**config.mk**
```make
export PLATFORM = sky130hd
export DESIGN_NAME = serial_port
export DESIGN_NICKNAME = d
export VERILOG_FILES = /design/src/inc/serial_port_pkg.sv /design/src/rtl/serial_port.sv /design/src/rtl/baud_source.sv
export VERILOG_INCLUDE_DIRS = /design/src /design/src/inc
export SDC_FILE = /design/constraint.sdc
export NUM_CORES = 1
export LEC_CHECK = 0
export ABC_AREA = 1
export BUFFER_PORTS_ARGS = -buffer_cell sky130_fd_sc_hd__buf_2
export CORE_AREA = 2 2 99 125
export CTS_BUF_LIST = sky130_fd_sc_hd__clkbuf_2 sky130_fd_sc_hd__clkbuf_4 sky130_fd_sc_hd__clkbuf_8
export DETAILED_ROUTE_END_ITERATION = 10
export DIE_AREA = 0 0 101 127
export PLACE_DENSITY = 0.54
export SYNTH_ARGS = -nofsm -noshare
export SYNTH_HDL_FRONTEND = slang
export SYNTH_SLANG_ARGS = --single-unit
```
**constraint.sdc**
```tcl
create_clock -name mclk -period 1.8 [get_ports mclk]
set_clock_uncertainty 0.15 [all_clocks]
set_input_delay 0.36 -clock mclk [delete_from_list [all_inputs] [get_ports mclk]]
set_output_delay 0.36 -clock mclk [all_outputs]
set_load 0.01 [all_outputs]
```
**src/inc/serial_port_cfg.svh**
```systemverilog
`ifndef SERIAL_PORT_CFG_SVH
`define SERIAL_PORT_CFG_SVH

// ----------------------------------------------------------------------
// Register offsets
// ----------------------------------------------------------------------
`define ADDR_SERIAL_BUFFER  8'h00
`define ADDR_SERIAL_CONTROL 8'h01
`define ADDR_BAUD_CONTROL   8'h02

// ----------------------------------------------------------------------
// Control register fields
// ----------------------------------------------------------------------
`define SC_RX_DONE   0
`define SC_TX_DONE   1
`define SC_RX_NINTH  2
`define SC_TX_NINTH  3
`define SC_RX_EN     4
`define SC_MULTIPROC 5
`define SC_MODE_LO   6
`define SC_MODE_HI   7
`define BC_DOUBLE    0
`define BC_INTERNAL  1

// ----------------------------------------------------------------------
// Timing and reset values
// ----------------------------------------------------------------------
`define INT_DIV_COUNT    7'd78
`define INT_DIV_LAST     7'd77
`define TICK_COUNT_LAST  4'hF
`define SAMPLE_A         4'h6
`define SAMPLE_B         4'h7
`define SAMPLE_C         4'h8
`define SAMPLE_DONE      4'h9
`define RX_SHIFT_ONES    9'h1FF
`define TX_BITS_10       4'hA
`define TX_BITS_11       4'hB
`define MODE_TEN_BIT     2'h1
`define BYTE_ZERO        8'h00

`endif

```
**src/inc/serial_port_pkg.sv**
```systemverilog
package serial_port_pkg;

  typedef enum logic [2:0]
  {
    RX_IDLE  = 3'b001,
    RX_FRAME = 3'b010,
    RX_HOLD  = 3'b100
  } rx_state_t;

endpackage : serial_port_pkg

```
**src/rtl/serial_port.sv**
```systemverilog
`timescale 1ns/10ps
`include "serial_port_cfg.svh"

module serial_port
(
  input  wire logic       mclk,
  input  wire logic       resetn,
  input  wire logic [7:0] reg_addr,
  input  wire logic [7:0] reg_wdata,
  input  wire logic       reg_write,
  input  wire logic       reg_read,
  output logic      [7:0] reg_rdata,
  input  wire logic       timer1_overflow,
  input  wire logic       rx_pin,
  output logic            tx_pin
);

  // --------------------------------------------------------------------
  // Registers
  // --------------------------------------------------------------------
  logic [7:0] serial_buffer_r;
  logic [1:0] mode_r;
  logic       multiproc_filter_enable;
  logic       rx_enable_r;
  logic       tx_ninth_bit;
  logic       rx_ninth_bit;
  logic       tx_done_flag;
  logic       rx_done_flag;
  logic       baud_double;
  logic       internal_baud_select;
  logic       tick16;
  logic [7:0] serial_control_reg;
  logic       ten_bit;

  assign ten_bit = (mode_r == `MODE_TEN_BIT);
  assign serial_control_reg = {mode_r, multiproc_filter_enable, rx_enable_r,
                               tx_ninth_bit, rx_ninth_bit, tx_done_flag,
                               rx_done_flag};

  // --------------------------------------------------------------------
  // Register decode
  // --------------------------------------------------------------------
  logic wr_buffer;
  logic wr_control;
  logic wr_baud;
  logic [7:0] rd_mux;

  assign wr_buffer  = reg_write & (reg_addr == `ADDR_SERIAL_BUFFER);
  assign wr_control = reg_write & (reg_addr == `ADDR_SERIAL_CONTROL);
  assign wr_baud    = reg_write & (reg_addr == `ADDR_BAUD_CONTROL);
  assign rd_mux =
    (reg_addr == `ADDR_SERIAL_BUFFER)  ? serial_buffer_r :
    (reg_addr == `ADDR_SERIAL_CONTROL) ? serial_control_reg :
    (reg_addr == `ADDR_BAUD_CONTROL)   ?
      {6'h00, internal_baud_select, baud_double} : `BYTE_ZERO;

  always_ff @(posedge mclk)
  begin
    if (!resetn)
      reg_rdata <= `BYTE_ZERO;
    else
      reg_rdata <= reg_read ? rd_mux : `BYTE_ZERO;
  end

  baud_source u_baud
  (
    .mclk                 (mclk),
    .resetn               (resetn),
    .internal_baud_select (internal_baud_select),
    .baud_double          (baud_double),
    .timer1_overflow      (timer1_overflow),
    .tick16               (tick16)
  );

  // --------------------------------------------------------------------
  // Transmitter
  // --------------------------------------------------------------------
  // The transmit divide-by-16 counter runs freely on the tick.
  logic [3:0] tx_div_r;
  logic       tx_roll;
  logic       tx_req_r;
  logic       tx_send_r;
  logic       tx_data_r;
  logic [8:0] tx_shift_r;
  logic [3:0] tx_rolls_r;
  logic       tx_end;
  logic       tx_done_set;

  assign tx_roll = tick16 & (tx_div_r == `TICK_COUNT_LAST);
  // Rollovers are counted from the write, so the end is at rollover 10 or 11.
  assign tx_end = tx_roll & tx_send_r &
                  (tx_rolls_r == (ten_bit ? `TX_BITS_10 : `TX_BITS_11)
                   - 4'h1);
  assign tx_done_set = tx_end;

  always_ff @(posedge mclk)
  begin
    if (!resetn)
    begin
      tx_div_r   <= 4'h0;
      tx_req_r   <= 1'b0;
      tx_send_r  <= 1'b0;
      tx_data_r  <= 1'b0;
      tx_shift_r <= `RX_SHIFT_ONES;
      tx_rolls_r <= 4'h0;
      tx_pin     <= 1'b1;
    end
    else
    begin
      if (tick16)
        tx_div_r <= tx_div_r + 4'h1;
      if (wr_buffer)
      begin
        // A 1 or the ninth bit sits above the data byte.
        tx_shift_r <= {ten_bit ? 1'b1 : tx_ninth_bit, reg_wdata};
        tx_req_r   <= 1'b1;
        tx_rolls_r <= 4'h0;
        tx_send_r  <= 1'b0;
        tx_data_r  <= 1'b0;
      end
      else if (tx_roll)
      begin
        if (tx_req_r)
        begin
          // Send starts on a rollover, not on the write.
          tx_req_r   <= 1'b0;
          tx_send_r  <= 1'b1;
          tx_rolls_r <= 4'h1;
          tx_pin     <= 1'b0;
        end
        else if (tx_end)
        begin
          tx_send_r <= 1'b0;
          tx_data_r <= 1'b0;
          tx_pin    <= 1'b1;
        end
        else if (tx_send_r)
        begin
          tx_rolls_r <= tx_rolls_r + 4'h1;
          if (!tx_data_r)
          begin
            tx_data_r <= 1'b1;
            tx_pin    <= tx_shift_r[0];
          end
          else
          begin
            // Eleven-bit frames shift a stop 1 in first, then zeroes.
            tx_shift_r <= {(!ten_bit && tx_rolls_r == 4'h2), tx_shift_r[8:1]};
            tx_pin     <= (ten_bit && tx_rolls_r == 4'h9) ? 1'b1 : tx_shift_r[1];
          end
        end
      end
    end
  end

  // --------------------------------------------------------------------
  // Receiver
  // --------------------------------------------------------------------
  logic       rx_s1_r;
  logic       rx_s2_r;
  logic       rx_prev_r;
  serial_port_pkg::rx_state_t rx_state_r;
  logic [3:0] rx_div_r;
  logic [8:0] rx_shift_r;
  logic [2:0] vote_r;
  logic       rx_first_r;
  logic       rx_fall;
  logic       vote_bit;
  logic       bit_done;
  logic       final_shift;
  logic       accept;
  logic       frame_bit9;

  // Majority of the three samples taken mid bit.
  function automatic logic majority3(input logic [2:0] s);
    majority3 = (s[0] & s[1]) | (s[0] & s[2]) | (s[1] & s[2]);
  endfunction : majority3

  assign rx_fall  = rx_prev_r & ~rx_s2_r;
  assign vote_bit = majority3(vote_r);
  assign bit_done = tick16 & (rx_div_r == `SAMPLE_DONE);
  // The start bit, now in bit 0, marks the tenth frame bit arriving.
  assign final_shift = bit_done & ~rx_first_r & ~rx_shift_r[0];
  // Stop bit in ten-bit frames, ninth data bit otherwise.
  assign frame_bit9 = vote_bit;
  assign accept = final_shift & ~rx_done_flag &
                  (~multiproc_filter_enable | frame_bit9);

  always_ff @(posedge mclk)
  begin
    if (!resetn)
    begin
      rx_s1_r    <= 1'b1;
      rx_s2_r    <= 1'b1;
      rx_prev_r  <= 1'b1;
      rx_state_r <= serial_port_pkg::RX_IDLE;
      rx_div_r   <= 4'h0;
      rx_shift_r <= `RX_SHIFT_ONES;
      vote_r     <= 3'h7;
      rx_first_r <= 1'b0;
    end
    else
    begin
      rx_s1_r   <= rx_pin;
      rx_s2_r   <= rx_s1_r;
      if (tick16)
        rx_prev_r <= rx_s2_r;
      if (tick16)
        rx_div_r <= rx_div_r + 4'h1;
      if (tick16 && rx_div_r == `SAMPLE_A)
        vote_r[0] <= rx_s2_r;
      if (tick16 && rx_div_r == `SAMPLE_B)
        vote_r[1] <= rx_s2_r;
      if (tick16 && rx_div_r == `SAMPLE_C)
        vote_r[2] <= rx_s2_r;
      case (rx_state_r)
        serial_port_pkg::RX_IDLE:
        begin
          if (tick16 && rx_fall && rx_enable_r)
          begin
            rx_div_r   <= 4'h1;
            rx_shift_r <= `RX_SHIFT_ONES;
            rx_first_r <= 1'b1;
            rx_state_r <= serial_port_pkg::RX_FRAME;
          end
        end
        serial_port_pkg::RX_FRAME:
        begin
          if (bit_done)
          begin
            rx_first_r <= 1'b0;
            if (rx_first_r && vote_bit)
              rx_state_r <= serial_port_pkg::RX_IDLE;
            else if (final_shift)
            begin
              rx_shift_r <= {vote_bit, rx_shift_r[8:1]};
              // Ten-bit frames end here; eleven-bit wait out the stop bit.
              rx_state_r <= ten_bit ? serial_port_pkg::RX_IDLE
                                    : serial_port_pkg::RX_HOLD;
            end
            else
              rx_shift_r <= {vote_bit, rx_shift_r[8:1]};
          end
        end
        serial_port_pkg::RX_HOLD:
        begin
          if (bit_done)
            rx_state_r <= serial_port_pkg::RX_IDLE;
        end
        default:
          rx_state_r <= serial_port_pkg::RX_IDLE;
      endcase
    end
  end

  // --------------------------------------------------------------------
  // Control state and flags
  // --------------------------------------------------------------------
  always_ff @(posedge mclk)
  begin
    if (!resetn)
    begin
      serial_buffer_r         <= `BYTE_ZERO;
      mode_r                  <= 2'h0;
      multiproc_filter_enable <= 1'b0;
      rx_enable_r             <= 1'b0;
      tx_ninth_bit            <= 1'b0;
      rx_ninth_bit            <= 1'b0;
      tx_done_flag            <= 1'b0;
      rx_done_flag            <= 1'b0;
      baud_double             <= 1'b0;
      internal_baud_select    <= 1'b0;
    end
    else
    begin
      if (wr_control)
      begin
        mode_r <= reg_wdata[`SC_MODE_HI:`SC_MODE_LO];
        multiproc_filter_enable <= reg_wdata[`SC_MULTIPROC];
        rx_enable_r  <= reg_wdata[`SC_RX_EN];
        tx_ninth_bit <= reg_wdata[`SC_TX_NINTH];
        rx_ninth_bit <= reg_wdata[`SC_RX_NINTH];
        tx_done_flag <= reg_wdata[`SC_TX_DONE];
        rx_done_flag <= reg_wdata[`SC_RX_DONE];
      end
      if (wr_baud)
      begin
        baud_double          <= reg_wdata[`BC_DOUBLE];
        internal_baud_select <= reg_wdata[`BC_INTERNAL];
      end
      // Hardware sets win over a software write in the same cycle.
      if (tx_done_set)
        tx_done_flag <= 1'b1;
      if (accept)
      begin
        serial_buffer_r <= rx_shift_r[8:1];
        rx_ninth_bit    <= frame_bit9;
        rx_done_flag    <= 1'b1;
      end
    end
  end

endmodule : serial_port

```
**src/rtl/baud_source.sv**
```systemverilog
`timescale 1ns/10ps
`include "serial_port_cfg.svh"

// ----------------------------------------------------------------------
// Oversampling tick source
// ----------------------------------------------------------------------
// Produces one tick per sixteenth of a bit time.
module baud_source
(
  input  wire logic mclk,
  input  wire logic resetn,
  input  wire logic internal_baud_select,
  input  wire logic baud_double,
  input  wire logic timer1_overflow,
  output logic      tick16
);

  logic [6:0] div_r;
  logic       half_r;
  logic       div_wrap;
  logic       pre_tick;

  // The internal divider wraps every 78 clocks.
  assign div_wrap = (div_r == `INT_DIV_LAST);
  // Timer 1 overflows pass straight to the halver.
  assign pre_tick = internal_baud_select ? div_wrap : timer1_overflow;

  always_ff @(posedge mclk)
  begin
    if (!resetn)
    begin
      div_r  <= 7'h00;
      half_r <= 1'b0;
      tick16 <= 1'b0;
    end
    else
    begin
      div_r  <= div_wrap ? 7'h00 : div_r + 7'h01;
      if (pre_tick)
        half_r <= ~half_r;
      // Doubling skips the divide by two.
      tick16 <= pre_tick & (baud_double | half_r);
    end
  end

endmodule : baud_source

```
Word-level counts from Yosys, hierarchy flattened
Index checks and enable logic that the tools add are counted.
Storage, ports and cells
  latch bits: 0
  memory bits (read-only): 0
  register bits: 79
  output and inout port bits: 9
  bits of input ports: 22
  bits in writable memories: 0
  memories kept: 0
Cells by class
  multiply operators: 0
  bitwise gates (word level): 29
  shift-type cells: 0
  reduce and logical (&&, ||, !) cells: 31
  order comparisons: 0
  mux-type cells: 49
  eq/ne operators: 23
  divide/modulo/power cells: 0
  add/subtract/negate cells: 5
Operators with widths (count)
  9-bit two-way mux: 9
  4-bit two-way mux: 6
  1-bit two-way mux: 22
  3-bit two-way mux: 6
  9-bit one-hot mux with 2 select lines: 1
  2-bit nonzero test: 9
  1-bit AND: 16
  4-bit equality test, second input constant: 4
  8-bit two-way mux: 2
  2-bit inequality test, second input constant: 7
  4-bit by 1-bit adder with 4-bit output, second input constant: 3
  3-bit AND reduction: 4
  1-bit inverter: 9
  3-bit one-hot mux with 3 select lines: 1
  4-bit by 3-bit equality test with 1-bit output, second input constant: 2
  8-bit by 1-bit equality test with 1-bit output, second input constant: 1
  8-bit by 2-bit equality test with 1-bit output, second input constant: 1
  1-bit logical AND: 8
  8-bit zero test: 1
  4-bit AND reduction: 2
  7-bit by 1-bit adder with 7-bit output, second input constant: 1
  7-bit equality test, second input constant: 1
  5-bit AND reduction: 1
  4-bit by 2-bit equality test with 1-bit output, second input constant: 1
  14 further kinds: 19

Longest topological paths before layout
  depth after elaboration: 9
  mapped depth: 10

Cells and area by module
A second synthesis with hierarchy kept.
Second synthesis, totals
  cell total of the unflattened synthesis: 527
  area total of the unflattened synthesis: 3870.0 um^2
By module, submodules not included
  serial_port: sequential area each 1401.3 um^2, instances 1, area each 3472.1 um^2, cells an instance 479
  baud_source: sequential area each 180.2 um^2, instances 1, area each 397.9 um^2, cells an instance 48

Worst setup path after synthesis
OpenSTA, ideal clock, no wires.
  kind: register to register
  from: register rx_div_r[0]
  to: register rx_ninth_bit
  required time: 1535 ps
  clock period less this slack: 1553 ps
  library setup time: 115 ps
  slack: 247 ps
  cell stages (with the launch flop): 8
  arrival: 1289 ps
  cells stage by stage: dfxtp_1 ha_1 nand4_4 nor2_8 nand3_2 buf_6 o21ai_1 nor2_1
On the way
  word-level cells in the longest chain between the ends: 7
RTL lines
  from (decl): RTL line serial_port.sv:163  | logic [3:0] rx_div_r;
  from (signal assigned): RTL line serial_port.sv:209  | rx_div_r <= rx_div_r + 4'h1;
  4-bit equality test (no line) *
  1-bit AND *: RTL line serial_port.sv:181  | assign bit_done = tick16 & (rx_div_r == `SAMPLE_DONE);
  1-bit AND * (2 in a row): RTL line serial_port.sv:183  | assign final_shift = bit_done & ~rx_first_r & ~rx_shift_r[0];
  1-bit AND * (2 in a row): RTL line serial_port.sv:186  | assign accept = final_shift & ~rx_done_flag &
  1-bit two-way mux or 2-bit nonzero test (tied branches)
  to (signal assigned): RTL line serial_port.sv:282  | rx_ninth_bit <= reg_wdata[`SC_RX_NINTH];
  to (signal assigned): RTL line serial_port.sv:297  | rx_ninth_bit <= frame_bit9;
  to (decl): RTL line serial_port.sv:26  | logic rx_ninth_bit;
Mark *: on every way between the ends. The rest lies on a longest branch, timed or not.
A chain may end at the register's enable or synchronous reset.

Worst setup path in the final report
  from: register rx_div_r[1]
  to: register rx_shift_r[3]
On the way
  word-level cells in the longest chain between the ends: 4
RTL lines
  4-bit equality test (no line)
  1-bit AND: RTL line serial_port.sv:181
  2-bit inequality test (no line)
  4-bit AND reduction (no line)
  to (signal assigned): RTL line serial_port.sv:198  | rx_shift_r <= `RX_SHIFT_ONES;
  to (signal assigned): RTL line serial_port.sv:222  | rx_shift_r <= `RX_SHIFT_ONES;
  to (signal assigned): RTL line serial_port.sv:236  | rx_shift_r <= {vote_bit, rx_shift_r[8:1]};
  to (decl): RTL line serial_port.sv:164  | logic [8:0] rx_shift_r;
No other way between the ends.

==> flow_summary.toml <==
[outcome]
status = "finished, final reports clean"

[clock_network]
clkTransAtPathRegs_ps = 70
clockRootBuffer = "clkbuf_8"
cts-resized-gates = 0
cts_max_path_buffers = 2
cts_tree = "done"
hold_buffers = 0
clkSinkCount = 79
numCtsBuffers = 9
clock_latency_ps = 350
cts_setup_buffers = 0
htreeDepth = 3

[timing]
rsz0062_at_grt = "false"
tightest_slew_ps = 368
setup_viol = 0
final_max_slew_viol_count = 0
tns_ps = 0
hold_viol = 0
setup_ws_ps = 145
fmax_mhz = 604
hold_slack_ps = 40.5
slew_headroom_pct = 75.2
period_share_pct = 92.0
finalCriticalPeriod_ps = 1660

[setup_path]
worstSetupPathType = "flop to flop"
cp_data_required_time_ps = 1880
crit_arrival_ps = 1740
critPathMaxFanout = 7
crit_path_end_kind = "flop"
start_kind = "flop"

[power_and_ir_drop]
ir_drop_mv = 0.345
leakage_nw = 1.86
powerDensity_mw_per_mm2 = 889

[finish]
drive_gt1_share_pct = 18.8
final_cell_mix = "120 x nand2_1, 78 x dfxtp_1, 73 x nand3_1, 45 x nor2_1, 41 x a21oi_1"
mostFrequentLayoutCell = "nand2_1"
n_antenna_cell = 0
area_delta_synth_final_pct = 14.7
final_nets = 587
nFillCells = 1217

[detailed_routing]
drtIter0Drc = 115
wl_per_cell_um = 12.6
drc = 0
num_vias = 3399
antenna_left = 0
vias_per_cell = 4.88
wirelength_um = 8760
firstDrtPassIters = 4

[hold_path]
hp-class = "input port to flop"

[synthesis]
syn_area_per_cell_sq_um = 7.36
yosysWarnings = 0
ys_types = 40
synth_edf_count = 0
syn-cell-area_sq_mm = 0.00378
async_flop_share_pct = 0
ys_seq_elements = 79
synth_nets = 546
ys_seq_area_share_pct = 41.8
ys.flop_type = "dfxtp_1"
postSynthCellCount = 514

[global_routing]
overflow = 0
grt_usage_pct = 14.2
grt_pass1_vias = 3189
grt_start_max_net_pins = 42
antenna_found_initial = 0
grt_pass1_wl_um = 14600

[floorplan]
rows = 44
die_w_um = 101
coreArea_sq_mm = 0.0116
start_util_pct = 32.7
fp.dieArea_sq_mm = 0.0128
fp.dieH_um = 127
io_pins = 31

[placed_design]
dpl_worst_slack_ps = 89.6
place_congestion = 0.821
io_buffers = 30
dp_hpwl_um = 6370

[flow_run]
maxCapViolCount = 0
per-stage QoR:
step / total power (W) / util, % / cell area (sq um) / cells
floorplan: 0.00252 / - / 3780 / 514
global placement: 0.00268 / 35.8 / 4140 / 682
detailed placement: 0.00270 / 35.8 / 4140 / 682
CTS: 0.00392 / 37.3 / 4310 / 697
global route: 0.00407 / 37.5 / 4340 / 697
finish: 0.00386 / 37.5 / 4340 / 697
Yosys cell counts, types with 5 or more instances:
library cell	instances	area [sq um]
a21oi_1	41	205
clkbuf_1	5	18.8
dfxtp_1	79	1580
ha_1	10	125
inv_1	36	135
inv_2	5	18.8
nand2_1	121	454
nand3_1	73	365
nand4_1	15	93.8
nor2_1	46	173
nor2_2	5	31.3
o21ai_0	19	95.1
or2_2	11	68.8
power by group:
part           internal [W]  switching (W)
clock network      0.000593       0.000610
registers           0.00184      0.0000749
logic              0.000276       0.000467
total               0.00271        0.00115
cell families after synthesis:
family	count (synthesis)	share of synthesized area, %
compound gates	67	9.26
xor+xnor	5	1.16
buf+inv	60	7.08
flops	79	41.8
simple gates	293	37.4
fa+ha+maj	10	3.31
routing by layer:
layer / global-route usage, % / up-vias / part of all wire, %
li1: - / 1776 / -
met1: 17.1 / 1581 / 47
met2: 24.2 / 31 / 49
met3: 2.19 / 11 / 2.1
met4: 7.39 / 0 / 2.1
met5: 0 / - / 0
critical path, cell delays in order, from the launching register on:
cell     delay, ps
dfxtp_1        380
inv_1           90
ha_1           220
nand4_4        150
nand2_2         80
nand2_2         80
inv_2           70
buf_4          160
nand3_1         80
nand3_1         80
flip-flops by register name (all words and copies together) (netlist names), 2 cells and up:
name,cells
mode_r,2
reg_rdata,8
rx_shift_r,9
u_baud.div_r,7
tx_shift_r,9
serial_buffer_r,8
rx_div_r,4
rx_state_r,3
vote_r,3
tx_div_r,4
tx_rolls_r,4
path summary, 6_finish.rpt:
kind	slack, ps	start	end	depth (start not counted)
worst min-delay path	40	rx_pin	rx_s1_r	2
worst max register to register	140	rx_div_r[1]	rx_shift_r[3]	9
worst max-delay path	140	rx_div_r[1]	rx_shift_r[3]	9
worst min register to register	270	rx_s1_r	rx_s2_r	1
area by class of cell:
type / instances / area [sq um] / share of cell area (%)
clock inverters: 1 / 5.00 / 0.115
flip-flops and latches: 79 / 1580 / 36.5
clock buffers: 14 / 168 / 3.87
multi-input cells: 375 / 1960 / 45.2
repair buffers: 46 / 283 / 6.52
well taps: 138 / 173 / 3.98
inverters: 44 / 168 / 3.87
Power figures use the tool's default switching activity.
